File: config.mk
export PLATFORM = sky130hd
export DESIGN_NAME = host_bus_port
export DESIGN_NICKNAME = d
export VERILOG_FILES = /design/src/rtl/host_port_pkg.sv /design/src/rtl/host_mode_detect.sv /design/src/rtl/host_bus_port.sv
export VERILOG_INCLUDE_DIRS = /design/src /design/src/rtl
export SDC_FILE = /design/constraint.sdc
export NUM_CORES = 1
export LEC_CHECK = 0
export BUFFER_PORTS_ARGS = -buffer_cell sky130_fd_sc_hd__clkbuf_2
export CORE_UTILIZATION = 30
export DETAILED_ROUTE_END_ITERATION = 8
export GPL_TIMING_DRIVEN = 0
export PLACE_DENSITY = 0.47
export SYNTH_ARGS = -nofsm -noshare
export SYNTH_HDL_FRONTEND = slang
export SYNTH_HIERARCHICAL = 1
export SYNTH_SLANG_ARGS = --single-unit
File: constraint.sdc
create_clock -name ref_clk -period 2.4 [get_ports ref_clk]
set_input_delay 0.12 -clock ref_clk [delete_from_list [all_inputs] [get_ports ref_clk]]
set_output_delay 0.12 -clock ref_clk [all_outputs]
set_load 0.005 [all_outputs]
File: src/rtl/host_port_map.svh
// constants for the parallel host port: widths, pin straps and reset phase timing
`ifndef HOST_PORT_MAP_SVH
`define HOST_PORT_MAP_SVH

`define DATA_W 8
`define ADDR_W 6
`define DED_ADDR_W 3

// length of the internal reset phase after a falling edge on the reset/power-down pin
`define CLK_MHZ 200
`define RESET_PHASE_NS 1000
`define RESET_PHASE_CYC (((`RESET_PHASE_NS * `CLK_MHZ) + 999) / 1000)
`define PHASE_CNT_W 16

// strap levels on the low address pins that select a multiplexed interface
`define STRAP_SEP_MUX 3'h3
`define STRAP_COM_MUX 3'h2

`endif

File: src/rtl/host_port_pkg.sv
// types shared by the parallel host port modules
package host_port_pkg;

   typedef enum logic [2:0] {
      MODE_NONE = 3'h0,
      MODE_SEP_DED = 3'h1,
      MODE_SEP_MUX = 3'h2,
      MODE_COM_DED = 3'h3,
      MODE_COM_MUX = 3'h4,
      MODE_HANDSHAKE = 3'h5
   } host_mode_e;

   typedef enum logic [1:0] {
      DET_DOWN = 2'h0,
      DET_PHASE = 2'h1,
      DET_READY = 2'h3
   } detect_state_e;

   typedef enum logic [1:0] {
      ACC_IDLE = 2'h0,
      ACC_ACTIVE = 2'h1,
      ACC_HOLD = 2'h3
   } access_state_e;

   typedef struct packed {
      detect_state_e st;
      logic [15:0] cnt;
      host_mode_e mode;
      logic pd_prev;
   } detect_s;

   typedef struct packed {
      access_state_e st;
      logic is_read;
      logic [5:0] addr;
      logic [7:0] wdata;
      logic [7:0] rdata;
      logic wr_pulse;
      logic rd_pulse;
      logic data_oe;
      logic wait_on;
      logic astrb_prev;
   } port_s;

endpackage

File: src/rtl/host_mode_detect.sv
// reset/power-down sequencing and interface type detection
`timescale 1ns/1ps
`include "host_port_map.svh"

module host_mode_detect import host_port_pkg::*; #(
   parameter logic [15:0] PHASE_CYCLES = 16'(`RESET_PHASE_CYC)
) (
   input wire logic ref_clk,
   input wire logic reset_n,
   input wire logic reset_powerdown_in,
   input wire logic reg_addr_bit0,
   input wire logic reg_addr_bit1,
   input wire logic reg_addr_bit2,
   input wire logic addr_latch_pin,
   input wire logic write_strobe_n,
   input wire logic chip_select_n,
   output host_mode_e host_mode,
   output logic ready,
   output logic powerdown
);

   detect_s cur;
   detect_s next_cur;
   logic [2:0] strap;

   assign strap = {reg_addr_bit2, reg_addr_bit1, reg_addr_bit0};

   always_comb begin
      next_cur = cur;
      next_cur.pd_prev = reset_powerdown_in;
      if (reset_powerdown_in) begin
         next_cur.st = DET_DOWN;
         next_cur.mode = MODE_NONE;
      end else begin
         unique case (cur.st)
            DET_DOWN: begin
               if (cur.pd_prev) begin
                  next_cur.st = DET_PHASE;
                  next_cur.cnt = '0;
               end
            end
            DET_PHASE: begin
               next_cur.mode = MODE_NONE;
               next_cur.cnt = cur.cnt + 16'h0001;
               if (cur.cnt >= PHASE_CYCLES - 16'h0001) begin
                  next_cur.st = DET_READY;
                  // pin levels are read only once the phase is over
                  if (reg_addr_bit2 && reg_addr_bit1 && !chip_select_n) begin
                     next_cur.mode = MODE_HANDSHAKE;
                  end else if (addr_latch_pin) begin
                     // idle write strobe is high; a direction pin strapped low means common
                     next_cur.mode = write_strobe_n ? MODE_SEP_DED : MODE_COM_DED;
                  end else if (strap == `STRAP_SEP_MUX) begin
                     next_cur.mode = MODE_SEP_MUX;
                  end else if (strap == `STRAP_COM_MUX) begin
                     next_cur.mode = MODE_COM_MUX;
                  end else begin
                     next_cur.mode = MODE_SEP_DED;
                  end
               end
            end
            DET_READY: begin
            end
            default: next_cur.st = DET_DOWN;
         endcase
      end
   end

   // power-on behaves like a released hard reset: the phase runs first
   always_ff @(posedge ref_clk or negedge reset_n) begin
      if (!reset_n) begin
         cur <= '{st: DET_PHASE, cnt: 16'h0000, mode: MODE_NONE, pd_prev: 1'b0};
      end else begin
         cur <= next_cur;
      end
   end

   assign host_mode = cur.mode;
   assign ready = (cur.st == DET_READY);
   assign powerdown = (cur.st == DET_DOWN);

endmodule

File: src/rtl/host_bus_port.sv
// parallel host bus port: strobe decoding, address latching, data transfer and wait handshake
`timescale 1ns/1ps
`include "host_port_map.svh"

// How it works
// - separate strobes: low read strobe makes the port drive addressed register data
// - common strobes: one low data strobe qualifies transfers, direction pin picks read/write
// - dedicated address: 8-bit data port driven on reads only, sampled on writes
// - multiplexed modes: the same eight lines carry address first, then data
// - separate-strobe multiplexed: address lines 0..5 latched while latch enable is high
// - common-strobe multiplexed: address lines 0..5 latched while address strobe is high
// - handshake mode: address lines 0..5 latched while the address strobe is low
// - handshake mode: wait low starts an access, high ends it; host waits
// - dedicated address: three address pins form register address bits 0, 1, 2
// - reset/power-down high: oscillator stopped, current sinks off, input pads isolated
// - falling edge on reset/power-down starts the internal reset sequence
// - shared pin roles follow the detected interface type
// - separate strobes: low write strobe stores the data byte in the addressed register
// - after reset the mode is cleared, then detected from control pin levels
// - wait stays released after reset until the first address strobe falling edge
module host_bus_port import host_port_pkg::*; #(
   parameter logic [15:0] PHASE_CYCLES = 16'(`RESET_PHASE_CYC)
) (
   input wire logic ref_clk,
   input wire logic reset_n,
   input wire logic reset_powerdown_in,
   input wire logic chip_select_n,
   input wire logic read_strobe_n,
   input wire logic write_strobe_n,
   input wire logic addr_latch_pin,
   input wire logic reg_addr_bit0,
   output logic access_wait_n,
   output logic access_wait_oe,
   input wire logic reg_addr_bit1,
   input wire logic reg_addr_bit2,
   input wire logic [7:0] host_data_in,
   output logic [7:0] host_data_out,
   output logic host_data_oe,
   output logic [5:0] reg_addr,
   output logic [7:0] reg_wdata,
   output logic reg_write,
   output logic reg_read,
   input wire logic [7:0] reg_rdata,
   output logic core_reset,
   output logic osc_enable,
   output logic current_sinks_on,
   output logic pads_isolated,
   output host_mode_e host_mode
);

   port_s cur;
   port_s next_cur;
   host_mode_e mode;
   logic ready;
   logic powerdown;
   logic strobe;
   logic dir_read;
   logic latch;
   logic muxed;
   logic dedicated;

   host_mode_detect #(
      .PHASE_CYCLES(PHASE_CYCLES)
   ) detect (
      .ref_clk(ref_clk),
      .reset_n(reset_n),
      .reset_powerdown_in(reset_powerdown_in),
      .reg_addr_bit0(reg_addr_bit0),
      .reg_addr_bit1(reg_addr_bit1),
      .reg_addr_bit2(reg_addr_bit2),
      .addr_latch_pin(addr_latch_pin),
      .write_strobe_n(write_strobe_n),
      .chip_select_n(chip_select_n),
      .host_mode(mode),
      .ready(ready),
      .powerdown(powerdown)
   );

   // pin role decode per detected interface type
   always_comb begin
      strobe = 1'b0;
      dir_read = 1'b0;
      latch = 1'b0;
      muxed = 1'b0;
      dedicated = 1'b0;
      unique case (mode)
         MODE_SEP_DED, MODE_SEP_MUX: begin
            // pin 11 reads, pin 10 writes, both gated by chip select
            strobe = !chip_select_n && (!read_strobe_n || !write_strobe_n);
            dir_read = !read_strobe_n;
            muxed = (mode == MODE_SEP_MUX);
            dedicated = (mode == MODE_SEP_DED);
            latch = muxed && addr_latch_pin;
         end
         MODE_COM_DED, MODE_COM_MUX: begin
            // pin 11 is the data strobe, pin 10 the read/not-write select
            strobe = !chip_select_n && !read_strobe_n;
            dir_read = write_strobe_n;
            muxed = (mode == MODE_COM_MUX);
            dedicated = (mode == MODE_COM_DED);
            latch = muxed && addr_latch_pin;
         end
         MODE_HANDSHAKE: begin
            // chip select may inhibit the data strobe; tied low when unused
            strobe = !chip_select_n && !read_strobe_n;
            dir_read = write_strobe_n;
            muxed = 1'b1;
            latch = !addr_latch_pin;
         end
         MODE_NONE: begin
         end
         default: begin
         end
      endcase
   end

   always_comb begin
      next_cur = cur;
      next_cur.wr_pulse = 1'b0;
      next_cur.rd_pulse = 1'b0;
      next_cur.astrb_prev = addr_latch_pin;
      if (!ready) begin
         // covers power-down and the reset phase; wait goes back to released
         next_cur = '0;
         next_cur.astrb_prev = addr_latch_pin;
      end else begin
         // the wait output is claimed on the first falling address strobe
         if (mode == MODE_HANDSHAKE && cur.astrb_prev && !addr_latch_pin) begin
            next_cur.wait_on = 1'b1;
         end
         if (cur.st == ACC_IDLE) begin
            if (muxed && latch) begin
               // address phase on the shared lines; only six bits reach the latch
               next_cur.addr = host_data_in[5:0];
            end else if (dedicated) begin
               next_cur.addr = {3'h0, reg_addr_bit2, reg_addr_bit1, reg_addr_bit0};
            end
         end
         unique case (cur.st)
            ACC_IDLE: begin
               // a data strobe during an address phase is not an access
               if (strobe && !latch) begin
                  next_cur.st = ACC_ACTIVE;
                  next_cur.is_read = dir_read;
                  next_cur.rd_pulse = dir_read;
               end
            end
            ACC_ACTIVE: begin
               // register file answers combinationally from the held address
               if (cur.is_read) begin
                  next_cur.rdata = reg_rdata;
                  next_cur.data_oe = 1'b1;
               end else begin
                  next_cur.wdata = host_data_in;
               end
               next_cur.st = ACC_HOLD;
            end
            ACC_HOLD: begin
               // write data is taken up to the strobe release, where it is settled
               if (!cur.is_read && strobe) begin
                  next_cur.wdata = host_data_in;
               end
               if (!strobe) begin
                  next_cur.st = ACC_IDLE;
                  next_cur.data_oe = 1'b0;
                  next_cur.wr_pulse = !cur.is_read;
               end
            end
            default: next_cur.st = ACC_IDLE;
         endcase
      end
   end

   always_ff @(posedge ref_clk or negedge reset_n) begin
      if (!reset_n) begin
         cur <= '0;
      end else begin
         cur <= next_cur;
      end
   end

   // wait is low only in the first cycle of an access, high once data is settled
   assign access_wait_n = (cur.st != ACC_ACTIVE);
   assign access_wait_oe = cur.wait_on && (mode == MODE_HANDSHAKE);
   assign host_data_out = cur.rdata;
   assign host_data_oe = cur.data_oe;
   assign reg_addr = cur.addr;
   assign reg_wdata = cur.wdata;
   assign reg_write = cur.wr_pulse;
   assign reg_read = cur.rd_pulse;
   assign host_mode = mode;
   assign core_reset = !ready;
   // power-down gates the analog side; the pads stay isolated the whole time
   assign osc_enable = !powerdown;
   assign current_sinks_on = !powerdown;
   assign pads_isolated = powerdown;

endmodule

==> summary.txt, run 1 <==
Outcome
  • Status: complete, but fails checks
  • Failing checks: design-rule violations

Die
  • Die Height: 102 um
  • Core area: slightly below 0.01 mm^2
  • Row cnt: 36
  • Initial Util: 30.8%
  • Die area: between 0.01 and 0.015 mm^2
  • Die X: 102 um
  • I/O Pins: 60

Hold path
  • Hold Path Class: in -> reg
  • Worst hold start: host_data_in[7]
  • Hold path endpoint: reg_wdata[7]
  • Worst Hold Depth: 2

Place
  • Pre-CTS setup slack: -0.217 ns
  • Dpl cell area: 0.00349 mm^2
  • Final Wtd Congestion: 0.798
  • DP HPWL: ~5300 um
  • IO Port Bufs: 59

Clock network
  • Clock slew at reported path FFs: 0.10 ns
  • Clock insertion delay at the later pin of the skew report: between 0.3 and 0.4 ns
  • CTS tree: built
  • # Post-CTS Setup Buffers: 0
  • CTS buffer count: 5
  • Htree depth: 2
  • Clock Tree Root: clkbuf_8
  • Clock sink count: between 50 and 60
  • Longest Clk Path Bufs: 2

Routing
  • ANT nets after route: 0
  • Post-DR wirelength/cell: between 10 and 15 um
  • Met1 wire length: 3440 um
  • DR vias/cell: 4.88
  • Met3 wire length: between 200 and 300 um
  • DRC: 1
  • Drt pass-1 iters: 6
  • Top sig layer: met4
  • Vias: 2,510
  • Final WL: 7000 um
  • WL met2: between 3000 and 4000 um
  • Initial drt markers: 47

Global routing
  • First-pass GRT wire length: between 10,000 and 15,000 um
  • Grt total ovfl: 0
  • Largest net degree at the start of global routing: 23
  • Vias in the first global route: around 2,400
  • Initial antenna violation count: 0
  • Total Routing Usage GR: 14.4%

Worst setup path
  • Worst-path fanout max: 10
  • Worst r2r src: detect/host_mode[2]
  • Cells along the critical path: and2_2 -> inv_1 -> clkbuf_1 -> clkbuf_2 -> clkbuf_2
  • Worst path max stage delay: between 0.4 and 0.5 ns
  • WS Path Type: reg -> out
  • Reg2reg end: reg_wdata[1]
  • Nature of the critical path endpoint: primary output
  • Crit path top cell by count: clkbuf_2
  • Startpoint types: flop
  • FF-to-FF path depth: 6
  • Critical-path top delay cell: dfrtp_1
  • WP data arrival: between 2 and 2.5 ns
  • Flop2flop setup slack: roughly 0.33 ns
  • Worst Path Required: about 2.3 ns

Synthesis
  • Async SR Flop Fraction: 100%
  • Sequential fraction of the synthesis area: about 44%
  • Area share of and/or/nand/nor cells after synthesis: between 20% and 30%
  • Primary FF master, synth: dfrtp_1
  • EDFF count, synth: 0
  • Largest family of logic cells by synthesized area: simple AND/OR/NAND/NOR gates
  • Synth cell types: between 60 and 70
  • Synth Area in Compound Gates: a little under a fifth
  • Post-Synth XOR/XNOR Area: 1.76%
  • Synth Area per Inst: approximately 9.6 um^2
  • Number of synthesis warnings: 6
  • Synth Area in Adders: less than 1%
  • Net Count, Synth: about 340
  • Mapped cell area: between 0.002 and 0.003 mm^2
  • Yosys reg bits: 52
  • Multiplexer share of the synthesized area: under 10%
  • Mapped Cells: roughly 310

Pwr
  • Int Power: 1280 uW
  • Total power: roughly 1700 uW
  • Sequential Power Share: around 54%
  • Clock Power Share: 38.7%
  • Switching pwr: between 300 and 400 uW
  • Max VDD drop: about 220 uV
  • Pwr/cell area: 460 mW/mm^2
  • Comb power frac: approximately 7.5%
  • Static leakage: 0.00170 uW
  • Sw frac: a little under a quarter

Final layout
  • Layout cell share with drive strength beyond 1: 32.0%
  • Diode count: 0
  • P&R area growth vs syn: 21.8%
  • Design area: approximately 0.0036 mm^2
  • Final #Nets: slightly above 400

Timing
  • Final slew viol count: 0
  • Fmax: roughly 450 MHz
  • Slew HR: 60.5%
  • Final Critical Period: approximately 2.2 ns
  • Final hold violations: 0
  • Fin crit share: 92.4%
  • Slew @ Worst Pin: between 0.5 and 0.6 ns
  • Final Skew: around 0.013 ns
  • RSZ-0062 raised after global routing: false
  • Number of endpoints failing setup at the final stage: 0
  • PnR worst setup slack: about 0.18 ns
  • Worst hold slack: 0.0280 ns

Job
  • # Max-Cap Violations: 0
## sequential cells by signal, summed over array words and instances (netlist names)
signal            flops
detect/cur           19
host_data_out         8
reg_wdata             8
reg_addr              6
cur                   5
detect/host_mode      3
host_data_oe          1
reg_read              1
reg_write             1
## what timing repair did
action	4_1_cts	5_1_grt
gates resized for setup	1	2
gates cloned	0	0
hold endpoints to repair	14	1
setup endpoints to repair	8	8
pin swaps	0	0
hold buffers	1	1
## layer usage
metal  global-route usage (%)  vias to the layer above
li1                         -                     1255
met1                     19.5                     1199
met2                     23.1                       47
met3                     2.90                        9
met4                     4.35                        0
met5                        0                        -
## through the flow
| stage | utilization (%) | std cells | TNS [ns] |
|---|---|---|---|
| floorplan | - | 312 | 0 |
| global placement | 35.6 | 504 | -1.41 |
| detailed placement | 36.1 | 506 | -1.43 |
| CTS | 37.4 | 513 | 0 |
| global route | 37.5 | 514 | 0 |
| finish | 37.5 | 514 | 0 |
## synthesized netlist by cell type, drive strengths merged (7+ instances only)
master / count / area (um^2)
a21oi: 22 / 114
a22o: 7 / 61.3
buf: 32 / 234
clkbuf: 10 / 37.5
dfrtp: 51 / 1280
inv: 11 / 41.3
mux2i: 8 / 80.1
nand2: 18 / 67.6
nand2b: 7 / 43.8
nand3: 11 / 60.1
nand4: 8 / 50.1
nor2: 22 / 90.1
nor3: 10 / 55.1
o21ai: 18 / 90.1
## layout by cell type, fill, tap and decap left out, types with 2 or more instances in the layout
cell type	count
a311oi_1	2
buf_4	27
a221oi_1	6
dfrtp_1	51
clkbuf_1	7
or3_1	2
a22o_1	7
or4_1	2
nand4_1	8
xnor2_1	4
clkbuf_2	60
o21ai_1	5
xor2_1	2
mux2i_1	8
nand2_1	18
nor2b_1	4
nor3_1	9
dlygate4sd3_1	2
nand2b_1	7
o31ai_1	3
o21ai_0	13
nand4b_1	6
or3_2	3
nor4_1	4
a21oi_1	21
or2_2	2
buf_2	4
and3_1	2
inv_1	11
clkbuf_8	6
nor3b_1	2
nand3_1	10
nor2_1	21
## critical path, delay by kind of cell (launching register included)
| family | cells | cell delay [ns] |
|---|---|---|
| buf+inv | 4 | 0.99 |
| flops | 1 | 0.49 |
| simple gates | 1 | 0.31 |
## cell type report
cell class                 instances  area, um^2
fill                            1023        6050
sequential                        52        1300
clock inverter                     2        38.8
multi-input combinational        207        1380
inverter                          11        41.3
tap                              133         166
buffer                            40         265
timing repair buffer              63         363
clock buffer                       6        82.6
## power by group through the flow
| stage | Clock (uW) | Sequential (uW) | Combinational, uW |
|---|---|---|---|
| global route | 706 | 904 | 143 |
| floorplan | 0 | 913 | 51.8 |
| detailed placement | 0 | 915 | 128 |
| global placement | 0 | 915 | 117 |
| finish | 646 | 901 | 125 |
| CTS | 679 | 900 | 127 |
## how the worst max path moves through the flow
| stage | startpoint | endpoint | depth (start not counted) | slack, ns |
|---|---|---|---|---|
| 6_report | detect/cur[21] | core_reset | 5 | 0.18 |
| 5_1_grt | detect/cur[21] | core_reset | 5 | 0.009 |
| 4_1_cts | detect/cur[20] | core_reset | 5 | 0.12 |
| 3_5_place_dp | detect/cur[20] | reg_wdata[1] | 6 | -0.22 |
| 3_3_place_gp | detect/cur[20] | reg_wdata[7] | 6 | -0.21 |
| 2_1_floorplan | detect/cur[20] | reg_wdata[0] | 6 | 0.33 |
## logic make-up (layout without fill, tap and decap cells)
logic type	Yosys count	after routing
simple gates	115	115
compound gates	77	77
buf+inv	53	122
xor+xnor	6	6
fa+ha+maj	1	1
flops	52	52
mux	8	8
Power figures use the tool's default switching activity.
==> inputs of run 2 (changes only) <==
- RECOVER_POWER: not set -> 50
==> run 2 against run 1 <==
Effect of this change:
- critical path depth unchanged
- the run still ends with design-rule violations left
- core utilization is 0.26 points lower
- register-to-register slack is essentially flat
- largest power group unchanged
- sequential cell count unchanged
- count of clock-buffer cells in the layout is the same
- highest routed layer unchanged
- combinational power barely moved
- global-route usage unchanged
- first-iteration DRC count decreased by 2.1%
==> summary.txt, run 2 (same netlist as run 1, synthesis figures left out) <==
Final layout
  • Fin util: a little under two fifths
  • Commonest non-fill, non-tap cell in the layout: dfrtp_1
  • Number of flip-flops in the largest register: 19
  • Largest Register: detect/cur
  • Final #Nets: 407
  • Layout cell share with drive strength beyond 1: between 20% and 30%
  • Most frequent cells in the layout: dfrtp_1 (51), clkbuf_2 (49), buf_4 (23)
  • Diode count: 0
  • P&R area growth vs syn: 21.0%
  • Fill cell count: 1,027

Timing
  • Final Skew: between 0.01 and 0.015 ns
  • Fmax: approximately 450 MHz
  • PnR worst setup slack: 0.181 ns
  • Fin crit share: 92.5%
  • Final hold violations: 0
  • Slew HR: 25.4%
  • Number of endpoints failing setup at the final stage: 0
  • Worst hold slack: approximately 0.029 ns
  • Slew @ Worst Pin: 1.12 ns
  • RSZ-0062 raised after global routing: false
  • Final Critical Period: around 2.2 ns
  • Final slew viol count: 0

Clock network
  • Clock Tree Root: clkbuf_8
  • Longest Clk Path Bufs: 2
  • Clock slew at reported path FFs: roughly 0.10 ns
  • # Post-CTS Setup Buffers: 0
  • Htree depth: 2
  • Clock sink count: 52
  • CTS buffer count: 5
  • CTS tree: built
  • Clock insertion delay at the later pin of the skew report: between 0.3 and 0.4 ns

Outcome
  • Status: complete, but fails checks
  • Failing checks: design-rule violations

Die
  • Row cnt: 36
  • Die area: 0.0104 mm^2
  • Die Height: between 100 and 150 um
  • Die X: 102 um
  • I/O Pins: 60
  • Core area: approximately 0.0097 mm^2
  • Initial Util: 30.8%

Global routing
  • Largest net degree at the start of global routing: 23
  • Total Routing Usage GR: 14.4%
  • Vias in the first global route: 2,382
  • Initial antenna violation count: 0
  • Grt total ovfl: 0
  • First-pass GRT wire length: between 10,000 and 15,000 um

Worst setup path
  • WS Path Type: reg -> out
  • Flop2flop setup slack: between 0.3 and 0.4 ns
  • Nature of the critical path endpoint: primary output
  • Cell family with most CP delay: buffers and inverters
  • Setup crit start: detect/cur[21]
  • Startpoint types: flop
  • Worst Path Required: approximately 2.3 ns
  • Crit path top cell by count: clkbuf_2
  • FF-to-FF path depth: 6
  • Critical-path top delay cell: dfrtp_1
  • Reg2reg end: reg_wdata[1]
  • Buf/Inv on CP: 4
  • Worst r2r src: detect/host_mode[2]
  • Worst setup path endpoint: core_reset
  • WP data arrival: around 2.1 ns
  • Worst path max stage delay: approximately 0.49 ns
  • Worst path depth: 5
  • Worst-path fanout max: 10
  • Cells along the critical path: and2_2 -> inv_1 -> clkbuf_1 -> clkbuf_2 -> clkbuf_2

Place
  • Final Wtd Congestion: about 0.80
  • DP HPWL: 5310 um
  • Pre-CTS setup slack: -0.217 ns
  • IO Port Bufs: 59

Hold path
  • Hold Path Class: in -> reg
  • Worst hold start: host_data_in[7]

Routing
  • Vias: about 2,500
  • Post-DR wirelength/cell: ~14 um
  • Drt pass-1 iters: 6
  • DR vias/cell: about 4.9
  • DRC: 1
  • ANT nets after route: 0
  • Initial drt markers: 46
  • Final WL: 7030 um

Pwr
  • Max VDD drop: ~220 uV
  • Static leakage: 0.00166 uW
  • Pwr/cell area: 463 mW/mm^2

Job
  • # Max-Cap Violations: 0
==> run 2: cell count changes in the layout (fill, tap and decap cells not counted) <==
cell | previous run | this run
clkbuf_2 | 60 | 49
buf_4 | 27 | 23
clkbuf_1 | 7 | 19
clkbuf_4 | 0 | 3
buf_12 | 1 | 0
dlymetal6s4s_1 | 0 | 1
==> run 2: routing by layer <==
| metal | vias up | wire (um) | track usage, % | part of all wire [%] |
|---|---|---|---|---|
| li1 | 1256 | - | - | - |
| met1 | 1200 | 3490 | 19.5 | 50 |
| met2 | 52 | 3200 | 23.1 | 45 |
| met3 | 7 | 274 | 2.90 | 3.9 |
| met4 | 0 | 65 | 4.35 | 0.92 |
| met5 | - | 0 | 0 | 0 |
==> run 2: area by class of cell <==
type | instances | area [um^2] | area share, %
multi-input combinational | 207 | 1380 | 38.1
sequential | 52 | 1300 | 36.1
timing repair buffer | 63 | 342 | 9.46
buffer | 40 | 262 | 7.24
tap | 133 | 166 | 4.61
clock buffer | 6 | 82.6 | 2.29
inverter | 11 | 41.3 | 1.14
clock inverter | 2 | 38.8 | 1.07
==> run 2: report_power, final <==
part	switching, uW	internal [uW]	total, uW
Sequential	14.6	887	902
Clock	305	342	646
Combinational	71.9	50.3	122
Total	391	1280	1670
==> run 2: worst reg2reg max path, delay by kind of cell (launching register included) <==
kind            cells  cell delay [ns]
buf+inv             2             0.28
flops               1             0.38
compound gates      4             1.37
==> run 2: worst min-delay path by stage <==
stage	endpoint	slack [ns]	cells after the start
2_1_floorplan	cur[0]	-0.18	0
3_3_place_gp	cur[0]	0.34	1
3_5_place_dp	reg_wdata[0]	0.07	1
4_1_cts	cur[0]	0.005	1
5_1_grt	reg_wdata[7]	0.03	2
6_report	reg_wdata[7]	0.03	2
==> run 2: stage by stage <==
step	setup TNS (ns)	instance area (um^2)	std cells	power, uW
after CTS	0	3620	513	1710
final	0	3610	514	1670
after global placement	-1.41	3450	504	1030
after detailed placement	-1.43	3490	506	1040
after floorplan	0	2980	312	965
after global routing	0	3610	514	1750
==> run 2: repair_timing <==
item	in CTS	in global routing
setup endpoints to repair	8	8
hold endpoints to repair	14	1
resized for setup	1	2
hold buffers	1	1
pin swaps	0	0
==> inputs of run 3 (changes only) <==
- ABC_AREA: not set -> 1
- CORE_MARGIN: not set -> 2
==> run 3 against run 2 <==
Effect of this change:
- the run now ends clean
- core utilization decreased by 0.36 points
- register-to-register slack improved by 0.27 ns
- maximum frequency increased by 23%
- wire length decreased by 0.94%
- combinational power increased by 34%
- count of clock-buffer cells in the layout unchanged
- worst hold slack improved by 0.0074 ns
- power decreased by 1.8%
- sequential power increased by 3.0%
- largest power group unchanged
- highest routed layer unchanged
==> summary.txt, run 3 <==
Worst setup path
  • Flop2flop setup slack: 0.60 ns
  • WS Path Type: reg -> reg
  • Startpoint types: flop
  • Worst-path fanout max: 10
  • Worst r2r src: detect/cur[20]
  • Reg2reg end: reg_wdata[6]
  • Worst Path Required: ~2.7 ns
  • FF-to-FF path depth: 8
  • WP data arrival: 2.06 ns
  • Nature of the critical path endpoint: flop

Synthesis
  • Mapped cell area: approximately 0.0030 mm^2
  • Primary FF master, synth: dfrtp_1
  • Synth Area per Inst: between 7 and 8 um^2
  • Leading cell types by count after synthesis: nand2_1 (78), inv_1 (55), dfrtp_1 (51)
  • Post-synth top area share: around 43%
  • Synth cell types: 35
  • Net Count, Synth: ~400
  • Number of synthesis warnings: 6
  • Leading area contributor after synthesis: dfrtp_1
  • Async SR Flop Fraction: between 90% and 100%
  • Top-count cell post-synth: nand2_1
  • Mapped Cells: 372
  • Area contributors post-synth: dfrtp_1 (43%), nand2_1 (9.9%), buf_4 (7.1%)
  • Sequential fraction of the synthesis area: between 40% and 50%
  • Yosys reg bits: 52
  • EDFF count, synth: 0

Final layout
  • Final #Nets: 470
  • Area of the multi-input gates: roughly 0.0012 mm^2
  • P&R area growth vs syn: 20.6%
  • Most frequent cells in the layout: nand2_1 (78), inv_1 (55), dfrtp_1 (51)
  • Reg area: 0.00130 mm^2
  • Diode count: 0
  • Largest Register: detect/cur
  • Commonest non-fill, non-tap cell in the layout: nand2_1
  • Layout cell share with drive strength beyond 1: between 20% and 30%
  • Number of flip-flops in the largest register: 19
  • Fill cell count: 1,088

Clock network
  • Resized cells post-CTS: 0
  • Htree depth: 2
  • CTS buffer count: 5
  • Clock Tree Root: clkbuf_8
  • Longest Clk Path Bufs: 2
  • Post-CTS Hold Buffers: 3
  • CTS tree: built
  • Clock slew at reported path FFs: 0.10 ns
  • Clock sink count: 52
  • Clock insertion delay at the later pin of the skew report: 0.31 ns
  • # Post-CTS Setup Buffers: 0

Timing
  • Fmax: 555 MHz
  • Number of endpoints failing setup at the final stage: 0
  • Final Critical Period: 1.80 ns
  • RSZ-0062 raised after global routing: false
  • Final slew viol count: 0
  • Final hold violations: 0
  • Setup TNS: 0 ns
  • Slew HR: between 20 and 25%
  • Final Skew: ~0.008 ns
  • Worst hold slack: between 0.03 and 0.04 ns
  • Fin crit share: 75.1%
  • Slew @ Worst Pin: around 1.1 ns

Place
  • IO Port Bufs: between 50 and 60
  • DP HPWL: around 5300 um
  • Final Wtd Congestion: between 0.8 and 0.9

Routing
  • Final WL: ~7000 um
  • Post-DR wirelength/cell: 12.1 um
  • ANT nets after route: 0
  • DR vias/cell: 4.40
  • Initial drt markers: ~90
  • Drt pass-1 iters: 4
  • Vias: approximately 2,500
  • DRC: 0

Die
  • Core area: roughly 0.0096 mm^2
  • Initial Util: a little under a third
  • Die area: 0.0106 mm^2
  • Row cnt: 36
  • I/O Pins: 60
  • Die X: 103 um
  • Die Height: between 100 and 150 um

Pwr
  • Pwr/cell area: about 460 mW/mm^2
  • Max VDD drop: approximately 220 uV
  • Static leakage: between 0.0015 and 0.002 uW

Global routing
  • First-pass GRT wire length: approximately 12,000 um
  • Vias in the first global route: approximately 2,400
  • Total Routing Usage GR: 14.2%
  • Largest net degree at the start of global routing: 22
  • Grt total ovfl: 0
  • Initial antenna violation count: 0

Hold path
  • Hold Path Class: in -> reg
  • Worst Hold Depth: 3
  • Worst hold start: host_data_in[7]
  • Hold path endpoint: reg_wdata[7]

Job
  • # Max-Cap Violations: 0

Outcome
  • Status: finished, final reports clean
## run 3: cells by family after synthesis
family,count (synthesis),synth area share (%)
simple gates,182,28.8
xor+xnor,1,0.297
fa+ha+maj,1,0.424
buf+inv,89,15.2
compound gates,47,11.1
flops,52,44.1
## run 3: metal layers
metal / global-route usage, % / part of all wire, % / vias to the layer above / wire length (um)
li1: - / - / 1322 / -
met3: 3.29 / 4.7 / 2 / 330
met1: 19.3 / 49 / 1158 / 3400
met5: 0 / 0 / - / 0
met2: 23.2 / 46 / 55 / 3180
met4: 3.14 / 0.66 / 0 / 46
## run 3: critical path: stages (launching register included)
cell	delay, ns
dfstp_2	0.56
nand2_1	0.05
inv_1	0.09
buf_4	0.18
inv_2	0.10
a21oi_2	0.29
buf_2	0.29
nand4_1	0.12
nand2_1	0.08
## run 3: final cells by class
cell class / instances / share of cell area (%)
sequential: 52 / 36.6
multi-input combinational: 231 / 33.8
timing repair buffer: 64 / 9.63
buffer: 30 / 6.36
inverter: 59 / 6.22
tap: 133 / 4.68
clock buffer: 6 / 2.32
clock inverter: 2 / 0.422
## run 3: metrics by stage
stage	instance area, um^2	utilization (%)	std cells	setup WS (ns)	total power [uW]
detailed placement	3470	36.0	566	0.582	1110
finish	3560	36.9	577	0.597	1640
CTS	3600	37.3	577	0.562	1680
global placement	3410	35.4	564	0.594	1100
global route	3560	36.9	577	0.278	1740
floorplan	2950	-	372	0.917	1030
## run 3: how the worst max path moves through the flow
| stage | start | to | slack (ns) | depth (start not counted) |
|---|---|---|---|---|
| after global placement | detect/cur[20] | reg_wdata[4] | 0.59 | 8 |
| after CTS | detect/cur[20] | reg_wdata[4] | 0.56 | 8 |
| after global routing | reset_n | detect/cur[7] | 0.28 | 4 |
| final | detect/cur[20] | reg_wdata[6] | 0.60 | 8 |
| after floorplan | detect/cur[20] | reg_wdata[0] | 0.92 | 8 |
| after detailed placement | detect/cur[20] | reg_wdata[4] | 0.58 | 8 |
## run 3: power breakdown
group	switching (uW)	internal, uW	leakage [uW]
Combinational	97.3	65.4	0.00107
Clock	314	234	0.0000434
Sequential	26.2	903	0.000715
Total	438	1200	0.00182
